===== config.mk =====
export PLATFORM = sky130hd
export DESIGN_NAME = awt_wake_timer
export DESIGN_NICKNAME = d
export VERILOG_FILES = /design/src/awt_interval.v /design/src/awt_sync.v /design/src/awt_wake_timer.v
export VERILOG_INCLUDE_DIRS = /design/src
export SDC_FILE = /design/constraint.sdc
export NUM_CORES = 1
export LEC_CHECK = 0
export ABC_CLOCK_PERIOD_IN_PS = 6900
export BUFFER_PORTS_ARGS = -buffer_cell sky130_fd_sc_hd__buf_2
export CAP_MARGIN = 40
export CORE_ASPECT_RATIO = 0.75
export CORE_UTILIZATION = 59
export CTS_BUF_LIST = sky130_fd_sc_hd__clkbuf_8 sky130_fd_sc_hd__clkbuf_16
export CTS_CLUSTER_DIAMETER = 80
export DETAILED_ROUTE_END_ITERATION = 7
export GPL_ROUTABILITY_DRIVEN = 0
export PLACE_DENSITY = 0.95
export SLEW_MARGIN = 10
export SYNTH_ARGS = -nofsm -noshare
export SYNTH_HDL_FRONTEND = slang
export SYNTH_SLANG_ARGS = --single-unit

===== constraint.sdc =====
create_clock -name pclk -period 6.9 [get_ports pclk]
set_input_delay 1.035 -clock pclk [delete_from_list [all_inputs] [get_ports pclk]]
set_output_delay 1.035 -clock pclk [all_outputs]
set_load 0.05 [all_outputs]

===== src/awt_regs.vh =====
// Register map, field positions and reset values of the wake timer.
// Assumes a 32-bit APB slave; each 8-bit register sits in the low bits of one word.
`ifndef AWT_REGS_VH
`define AWT_REGS_VH

// ----------------------------------------
// Register indices, byte address is index times four
// ----------------------------------------
`define AWT_IDX_CTRL 2'h0
`define AWT_IDX_PRESC 2'h1
`define AWT_IDX_IVL 2'h2
`define AWT_IDX_MASK 2'h3

// ----------------------------------------
// Field positions
// ----------------------------------------
`define AWT_BIT_FLAG 5
`define AWT_BIT_EN 4
`define AWT_BIT_MEAS 0

// ----------------------------------------
// Reset values and special codes
// ----------------------------------------
`define AWT_RST_CTRL 8'h00
`define AWT_RST_EN 1'b0
`define AWT_RST_PRESC 6'h3F
`define AWT_PRESC_HOLD 6'h3F
`define AWT_RST_IVL 4'h0
`define AWT_IVL_OFF 4'h0
`define AWT_RST_MASK 8'h00

// ----------------------------------------
// Interval multipliers for rank 1 and the two long ranks
// ----------------------------------------
`define AWT_MULT_C14 16'h2800
`define AWT_MULT_C15 16'hF000
`define AWT_MULT_C1 16'h0001

`endif


===== src/awt_interval.v =====
// Decodes the interval rank code into the number of prescaler ticks per wakeup.
// Purely combinational; the caller registers whatever it derives from it.
`default_nettype none
`include "awt_regs.vh"

module awt_interval (
    // Rank code
    input wire [3:0] interval_rank_code,
    // Ticks per interval, zero means no interval
    output reg [15:0] tick_target
);

// ----------------------------------------
// Rank decode
// ----------------------------------------
// Ranks 2 to 13 double per step; the top two ranks use fixed multiples
always @* begin
    case (interval_rank_code)
        4'h0: tick_target = 16'h0000;
        4'h1: tick_target = `AWT_MULT_C1;
        4'hE: tick_target = `AWT_MULT_C14;
        4'hF: tick_target = `AWT_MULT_C15;
        default: tick_target = `AWT_MULT_C1 << (interval_rank_code - 4'h1);
    endcase
end

endmodule // awt_interval

`default_nettype wire


===== src/awt_sync.v =====
// Two-stage synchroniser for a group of asynchronous levels.
// Assumes the inputs come from pins or another clock; only stage two is read outside.
`default_nettype none

module awt_sync #(
    parameter WIDTH = 1
) (
    // Clock and reset
    input wire pclk,
    input wire presetn,
    // Levels
    input wire [WIDTH-1:0] async_in,
    output wire [WIDTH-1:0] sync_out
);

reg [WIDTH-1:0] meta_reg;
reg [WIDTH-1:0] sync_reg;

// ----------------------------------------
// Capture stages
// ----------------------------------------
// First stage feeds only the second one
always @(posedge pclk or negedge presetn) begin
    if (!presetn) begin
        meta_reg <= {WIDTH{1'b0}};
        sync_reg <= {WIDTH{1'b0}};
    end else begin
        meta_reg <= async_in;
        sync_reg <= meta_reg;
    end
end

assign sync_out = sync_reg;

endmodule // awt_sync

`default_nettype wire


===== src/awt_wake_timer.v =====
// Wake timer: slow-clock prescaler, interval counter, APB registers and interrupt.
// Assumes a single pclk domain; slow clocks and option strap arrive as asynchronous pins,
// while the low-power status levels come from logic on pclk.
`default_nettype none
`include "awt_regs.vh"

// Operation
// - Slow clock from RC or divided crystal
// - Counting and interrupt start at halt entry
// - Halt entry reloads counters, fresh interval
// - Prescaler frozen while code is 0x3F
// - Division factor equals code plus two
// - Rank 1: interval is factor slow periods
// - Ranks 2-13: factor times 2^(code-1)
// - Rank 14: five times 2^11 times factor
// - Rank 15: thirty times 2^11 times factor
// - Rank field bits 3:0, zero means none
// - Flag set on wakeup, read clears it
// - Enable bit wakes from halt or wait
// - Measure bit routes slow clock to capture
module awt_wake_timer #(
    parameter XTAL_DIV = 16
) (
    // APB clock and reset
    input wire pclk,
    input wire presetn,
    // APB slave
    input wire psel,
    input wire penable,
    input wire pwrite,
    input wire [3:0] paddr,
    input wire [31:0] pwdata,
    output reg [31:0] prdata,
    output reg pready,
    output reg pslverr,
    // Slow clock sources, asynchronous pins
    input wire internal_slow_rc_clock,
    input wire external_crystal_clock,
    input wire slow_clock_source_option,
    // Processor low-power status, pclk domain
    input wire active_halt_mode,
    input wire wait_mode,
    // Results
    output reg wakeup_request,
    output reg wake_irq,
    output reg timer_three_capture
);

// ----------------------------------------
// Declarations
// ----------------------------------------
reg wakeup_occurred_flag_reg;
reg wakeup_enable_bit_reg;
reg clock_measure_bit_reg;
reg [5:0] prescale_code_reg;
reg [3:0] interval_rank_code_reg;
reg mask_flag_reg;
reg [7:0] xtal_div_reg;
reg xtal_tick_reg;
reg slow_prev_reg;
reg xtal_prev_reg;
reg lowpower_prev_reg;
reg run_reg;
reg [5:0] pre_cnt_reg;
reg [15:0] ivl_cnt_reg;
reg read_flag_reg;
reg [7:0] rdata_next;
reg err_next;
wire [2:0] pin_sync;
wire rc_level;
wire xtal_level;
wire src_option;
wire [15:0] tick_target;
wire lowpower;
wire lowpower_entry;
wire slow_level;
wire slow_edge;
wire xtal_edge;
wire presc_stopped;
wire presc_wrap;
wire [6:0] presc_last;
wire [16:0] ivl_cnt_inc;
wire interval_done;
wire can_run;
wire acc_start;
wire acc_done;
wire [1:0] reg_idx;
wire addr_ok;

// ----------------------------------------
// Pin synchronisation and interval decode
// ----------------------------------------
awt_sync #(
    .WIDTH(3)
) u_sync (
    .pclk(pclk),
    .presetn(presetn),
    .async_in({slow_clock_source_option, external_crystal_clock, internal_slow_rc_clock}),
    .sync_out(pin_sync)
);

assign rc_level = pin_sync[0];
assign xtal_level = pin_sync[1];
assign src_option = pin_sync[2];

awt_interval u_interval (
    .interval_rank_code(interval_rank_code_reg),
    .tick_target(tick_target)
);

// ----------------------------------------
// Slow clock source
// ----------------------------------------
// Crystal clock is divided down to a slow square wave; the divider half period is
// XTAL_DIV crystal edges, so the crystal must stay well below pclk/4 to be seen
always @(posedge pclk or negedge presetn) begin
    if (!presetn) begin
        xtal_prev_reg <= 1'b0;
        xtal_div_reg <= 8'h00;
        xtal_tick_reg <= 1'b0;
    end else begin
        xtal_prev_reg <= xtal_level;
        if (xtal_edge) begin
            if (xtal_div_reg == XTAL_DIV[7:0] - 8'h01) begin
                xtal_div_reg <= 8'h00;
                xtal_tick_reg <= ~xtal_tick_reg;
            end else begin
                xtal_div_reg <= xtal_div_reg + 8'h01;
            end
        end
    end
end

// Edge of the synchronised crystal level; a raw pin edge could be missed or doubled
assign xtal_edge = xtal_level & ~xtal_prev_reg;
// Option strap picks the crystal path when high
assign slow_level = src_option ? xtal_tick_reg : rc_level;

// Rising edge of the chosen slow clock is the counting event
always @(posedge pclk or negedge presetn) begin
    if (!presetn) begin
        slow_prev_reg <= 1'b0;
    end else begin
        slow_prev_reg <= slow_level;
    end
end

assign slow_edge = slow_level & ~slow_prev_reg;

// ----------------------------------------
// Run control
// ----------------------------------------
// Counting only starts on the edge into a low-power mode, never while awake
assign lowpower = active_halt_mode | wait_mode;
assign lowpower_entry = lowpower & ~lowpower_prev_reg;
assign presc_stopped = (prescale_code_reg == `AWT_PRESC_HOLD);
assign can_run = wakeup_enable_bit_reg & (interval_rank_code_reg != `AWT_IVL_OFF) & ~presc_stopped;

always @(posedge pclk or negedge presetn) begin
    if (!presetn) begin
        lowpower_prev_reg <= 1'b0;
        run_reg <= 1'b0;
    end else begin
        lowpower_prev_reg <= lowpower;
        if (!lowpower || !can_run) begin
            run_reg <= 1'b0;
        end else if (lowpower_entry) begin
            run_reg <= 1'b1;
        end
    end
end

// ----------------------------------------
// Prescaler and interval counter
// ----------------------------------------
// Factor is code plus two, so the last count before wrap is code plus one
assign presc_last = {1'b0, prescale_code_reg} + 7'h01;
// Gated by the live low-power level too, so no request lands in the cycle the core wakes
assign presc_wrap = run_reg & lowpower & slow_edge & ({1'b0, pre_cnt_reg} == presc_last);
assign ivl_cnt_inc = {1'b0, ivl_cnt_reg} + 17'h0_0001;
// One interval is tick_target prescaler wraps
assign interval_done = presc_wrap & (ivl_cnt_inc == {1'b0, tick_target});

always @(posedge pclk or negedge presetn) begin
    if (!presetn) begin
        pre_cnt_reg <= 6'h00;
        ivl_cnt_reg <= 16'h0_000;
    end else if (lowpower_entry) begin
        // Every halt entry starts a brand new interval
        pre_cnt_reg <= 6'h00;
        ivl_cnt_reg <= 16'h0_000;
    end else if (run_reg && lowpower && slow_edge) begin
        if (presc_wrap) begin
            pre_cnt_reg <= 6'h00;
            if (interval_done) begin
                ivl_cnt_reg <= 16'h0_000;
            end else begin
                ivl_cnt_reg <= ivl_cnt_inc[15:0];
            end
        end else begin
            pre_cnt_reg <= pre_cnt_reg + 6'h01;
        end
    end
end

// ----------------------------------------
// Wakeup request and measurement route
// ----------------------------------------
// Request pulses for one cycle per completed interval; the processor acts on it
always @(posedge pclk or negedge presetn) begin
    if (!presetn) begin
        wakeup_request <= 1'b0;
        timer_three_capture <= 1'b0;
    end else begin
        wakeup_request <= interval_done;
        timer_three_capture <= clock_measure_bit_reg & slow_level;
    end
end

// ----------------------------------------
// APB access decode
// ----------------------------------------
// One wait state: data is registered in the first access cycle, pready follows
assign acc_start = psel & penable & ~pready;
assign acc_done = psel & penable & pready;
// Low address bits must be zero; anything else is refused with pslverr
assign reg_idx = paddr[3:2];
assign addr_ok = (paddr[1:0] == 2'b00);

// Read mux; reserved bits read as zero
always @* begin
    rdata_next = 8'h00;
    err_next = 1'b0;
    if (!addr_ok) begin
        err_next = 1'b1;
    end else begin
        case (reg_idx)
            `AWT_IDX_CTRL: begin
                rdata_next[`AWT_BIT_FLAG] = wakeup_occurred_flag_reg;
                rdata_next[`AWT_BIT_EN] = wakeup_enable_bit_reg;
                rdata_next[`AWT_BIT_MEAS] = clock_measure_bit_reg;
            end
            `AWT_IDX_PRESC: begin
                rdata_next[5:0] = prescale_code_reg;
            end
            `AWT_IDX_IVL: begin
                rdata_next[3:0] = interval_rank_code_reg;
            end
            `AWT_IDX_MASK: begin
                rdata_next[`AWT_BIT_FLAG] = mask_flag_reg;
            end
            default: begin
                err_next = 1'b1;
            end
        endcase
    end
end

// Answer registers
always @(posedge pclk or negedge presetn) begin
    if (!presetn) begin
        prdata <= 32'h0000_0000;
        pready <= 1'b0;
        pslverr <= 1'b0;
        read_flag_reg <= 1'b0;
    end else begin
        if (acc_start) begin
            pready <= 1'b1;
            pslverr <= err_next;
            prdata <= pwrite ? 32'h0000_0000 : {24'h00_0000, rdata_next};
            // Remember whether the flag was reported, so only a seen flag is cleared
            read_flag_reg <= ~pwrite & addr_ok & (reg_idx == `AWT_IDX_CTRL) &
                             wakeup_occurred_flag_reg;
        end else begin
            pready <= 1'b0;
            pslverr <= 1'b0;
            read_flag_reg <= 1'b0;
        end
    end
end

// ----------------------------------------
// Register writes
// ----------------------------------------
// Writes land at the completing edge; flag bit ignores writes
always @(posedge pclk or negedge presetn) begin
    if (!presetn) begin
        wakeup_enable_bit_reg <= `AWT_RST_EN;
        clock_measure_bit_reg <= 1'b0;
        prescale_code_reg <= `AWT_RST_PRESC;
        interval_rank_code_reg <= `AWT_RST_IVL;
        mask_flag_reg <= 1'b0;
    end else if (acc_done && pwrite && addr_ok) begin
        case (reg_idx)
            `AWT_IDX_CTRL: begin
                wakeup_enable_bit_reg <= pwdata[`AWT_BIT_EN];
                clock_measure_bit_reg <= pwdata[`AWT_BIT_MEAS];
            end
            `AWT_IDX_PRESC: begin
                prescale_code_reg <= pwdata[5:0];
            end
            `AWT_IDX_IVL: begin
                interval_rank_code_reg <= pwdata[3:0];
            end
            `AWT_IDX_MASK: begin
                mask_flag_reg <= pwdata[`AWT_BIT_FLAG];
            end
            default: begin
                mask_flag_reg <= mask_flag_reg;
            end
        endcase
    end
end

// ----------------------------------------
// Wakeup flag and interrupt
// ----------------------------------------
// A new event in the clearing cycle wins, so no wakeup goes unseen
always @(posedge pclk or negedge presetn) begin
    if (!presetn) begin
        wakeup_occurred_flag_reg <= 1'b0;
        wake_irq <= 1'b0;
    end else begin
        if (interval_done) begin
            wakeup_occurred_flag_reg <= 1'b1;
        end else if (acc_done && read_flag_reg) begin
            wakeup_occurred_flag_reg <= 1'b0;
        end
        // Level interrupt; one cycle behind the flag since outputs are registered
        wake_irq <= wakeup_occurred_flag_reg & mask_flag_reg;
    end
end

endmodule // awt_wake_timer

`default_nettype wire


==> metrics.csv <==
stage,metric,value,unit
outcome,violations,design-rule violations,
sta,worst_pin_slew,0.879,ns
cells_and_area,nets,500,
global_routing,grt_pass1_wl,14400,um
floorplanning,fp.dieW,97.8,um
cts,ctsResizeCount,0,
global_routing,met3_usage,5.52,%
yosys,synth_common_cells,"61 x dfrtp_1, 41 x nand2_1, 36 x nor2_1",
sta,skew,0.00672,ns
global_routing,busiest_layer,met2,
placed_design,port-buffer-count,30,
sta,fin_tns_setup,0,ns
global_routing,use_met1,34.4,%
routing,wl_per_cell,16.3,um
power_and_ir_drop,clkPwrFrac,36.3,%
power_and_ir_drop,power.switching,253,uW
worst_setup_path,endpoint_kind,flip-flop,
power_and_ir_drop,seq_power_share,51.3,%
cts,cts_tree,done,
yosys,synth_cell_types,64,
yosys,synthArstFlopShare,100,%
cells_and_area,fillers,464,
yosys,yosys_warnings,0,
worst_setup_path,reg2reg_from,ivl_cnt_reg[0],
power_and_ir_drop,switching_share,29.3,%
sta,period_share,50.2,%
cells_and_area,largest_reg_flops,16,
outcome,status,"finished, violations left",
cells_and_area,area_delta_synth_final,6.26,%
worst_setup_path,regToRegSetupSlack,3.44,ns
sta,finalMaxSlewViolations,0,
cts,holdBufCountCts,0,
global_routing,grt_max_degree,68,
routing,drt_iter0_drc,419,
sta,rsz0062_at_grt,no,
global_routing,grt_pass1_vias,3019,
yosys,synth_top_area_share,37.6,%
floorplanning,io_pins,83,
global_routing,globalRouteOverflowTotal,0,
floorplanning,rows,25,
cts,clockBufferDepth,2,
yosys,yosysTopAreaCell,dfrtp_1,
sta,fin_hold_ws,0.350,ns
yosys,syn-mean-instance-area,9.62,um2
yosys,yosys-top-cells-area,"dfrtp_1 38%, xnor2_1 6.3%, buf_4 5.2%",
yosys,syn-cell-area,0.00406,mm2
floorplanning,fp.dieH,73.8,um
cts,clock_latency,0.35,ns
hold_path,hold_path_class,flip-flop to flip-flop,
sta,finalSetupViolCount,0,
routing,routed_wl,8650,um
yosys,synth-edff-count,0,
routing,vias,3310,
cts,cts_made_buffers,9,
power_and_ir_drop,ir_worst_vdd,0.153,mV
yosys,synth_most_common_cell,dfrtp_1,
yosys,yosysSeqAreaShare,41.5,%
floorplanning,die_area,0.00722,mm2
run,maxCapViolCount,0,
sta,finalHoldViolations,0,
yosys,synth_ff_type,dfrtp_1,
hold_path,worstHoldStart,u_sync.meta_reg[0],
routing,drc_errors,8,
power_and_ir_drop,p_per_area,201,mW/mm2
sta,fmax,289,MHz
floorplanning,core,0.00647,mm2
power_and_ir_drop,combPwrFrac,12.4,%
floorplanning,start_util,62.7,%
cts,root_buffer,clkbuf_8,
power_and_ir_drop,leakagePower,0.00191,uW
worst_setup_path,path_class,flip-flop to flip-flop,
yosys,ys_seq_elements,67,
routing,ant_nets,0,
worst_setup_path,path_max_fanout,13,
global_routing,grtUsageMet2,43.9,%
worst_setup_path,crit_arrival,3.69,ns
cells_and_area,n_antenna_cell,0,
cts,htreeDepth,3,
cts,clk_pin_slew,0.07,ns
power_and_ir_drop,p_int,612,uW
cts,clock_sinks,67,
worst_setup_path,crit_required,7.13,ns
routing,via_per_inst,6.22,
global_routing,globalRouteTotalUtil,26.4,%
cells_and_area,multiInputGateArea,0.00213,mm2
cts,post_cts_buffers,0,
worst_setup_path,start_kind,flip-flop,
sta,post-route-min-period,3.46,ns
sta,relSlewSlack,41.2,%
placed_design,post-dp-hpwl,6230,um
cells_and_area,layout-drive-gt1-share,17.3,%
yosys,synthCells,422,
worst_setup_path,critical_path.startpoint,ivl_cnt_reg[0],
cells_and_area,regArea,0.00168,mm2
routing,dr.pass1.iters,8,
power_and_ir_drop,total_power,865,uW
global_routing,antenna_found_initial,0,
==> layout by cell type (no fill, tap or decap), types with 4 or more instances in the layout <==
| cell | netlist | final |
|---|---|---|
| a21oi_1 | 16 | 16 |
| a22oi_1 | 4 | 4 |
| and3_1 | 5 | 5 |
| buf_2 | 11 | 30 |
| clkbuf_8 | 0 | 9 |
| conb_1 | 1 | 26 |
| dfrtp_1 | 61 | 61 |
| dfstp_2 | 6 | 6 |
| ha_1 | 8 | 8 |
| inv_1 | 12 | 14 |
| mux2_2 | 15 | 15 |
| nand2_1 | 41 | 41 |
| nand2b_1 | 4 | 4 |
| nand3_1 | 24 | 24 |
| nand3b_1 | 5 | 5 |
| nand4_1 | 13 | 13 |
| nor2_1 | 36 | 36 |
| nor3_1 | 8 | 8 |
| o21ai_0 | 11 | 11 |
| or3_1 | 8 | 8 |
| xnor2_1 | 29 | 29 |
| xor2_1 | 11 | 11 |
==> layer usage <==
layer	routed length [um]	up-vias
li1	-	1494
met1	3710	1600
met2	4040	178
met3	671	38
met4	233	0
met5	0	-
==> cells by family (layout without fill, tap and decap cells) <==
| kind of cell | Yosys count | in the layout | synth area share, % |
|---|---|---|---|
| XOR/XNOR | 42 | 42 | 9.59 |
| AND/OR/NAND/NOR | 173 | 173 | 23.7 |
| buffers and inverters | 56 | 60 | 8.29 |
| other | 1 | 26 | 0.0924 |
| adder cells (fa/ha/maj) | 9 | 9 | 2.71 |
| AO/OA/AOI/OAI | 57 | 57 | 9.44 |
| multiplexers | 17 | 17 | 4.66 |
| flip-flops | 67 | 67 | 41.5 |
==> critical path, cell delays in order (launching register included) <==
cell and delay [ns]:
dfrtp_1 0.55, ha_1 0.39, nand4_2 0.24, nor3_1 0.39
nand3_1 0.19, xnor2_1 0.23, o211ai_1 0.17, nor4_4 0.69
or2_1 0.37, nor2_1 0.10
==> path summary, 6_finish.rpt <==
kind / end / cells after the start
worst min register to register: u_sync.sync_out[0] / 0
max in group asynchronous: ivl_cnt_reg[11] / 2
worst min-delay path: u_sync.sync_out[0] / 0
worst max register to register: ivl_cnt_reg[6] / 9
worst max-delay path: ivl_cnt_reg[6] / 9
min in group asynchronous: pre_cnt_reg[2] / 2
==> power by group through the flow <==
stage	Sequential, uW	Clock, uW	Combinational [uW]
detailed placement	449	0	108
global placement	447	0	102
global route	446	334	118
CTS	443	316	108
finish	443	314	108
floorplan	441	0	96.1
==> final cells by class <==
class / instances / share of cell area (%)
clock inverter: 7 / 1.42
tap: 81 / 2.35
timing repair buffer: 32 / 3.83
multi-input combinational: 324 / 49.4
sequential: 67 / 39.1
inverter: 12 / 1.04
clock buffer: 9 / 2.87
==> through the flow <==
stage               instances  setup WS [ns]  util (%)  area [um2]
floorplan                 447           4.16         -        4150
global placement          516           3.51      63.7        4130
detailed placement        516           3.41      63.7        4130
CTS                       532           3.52      66.6        4310
global route              532           3.29      66.6        4310
finish                    532           3.44      66.6        4310
Power figures use the tool's default switching activity.
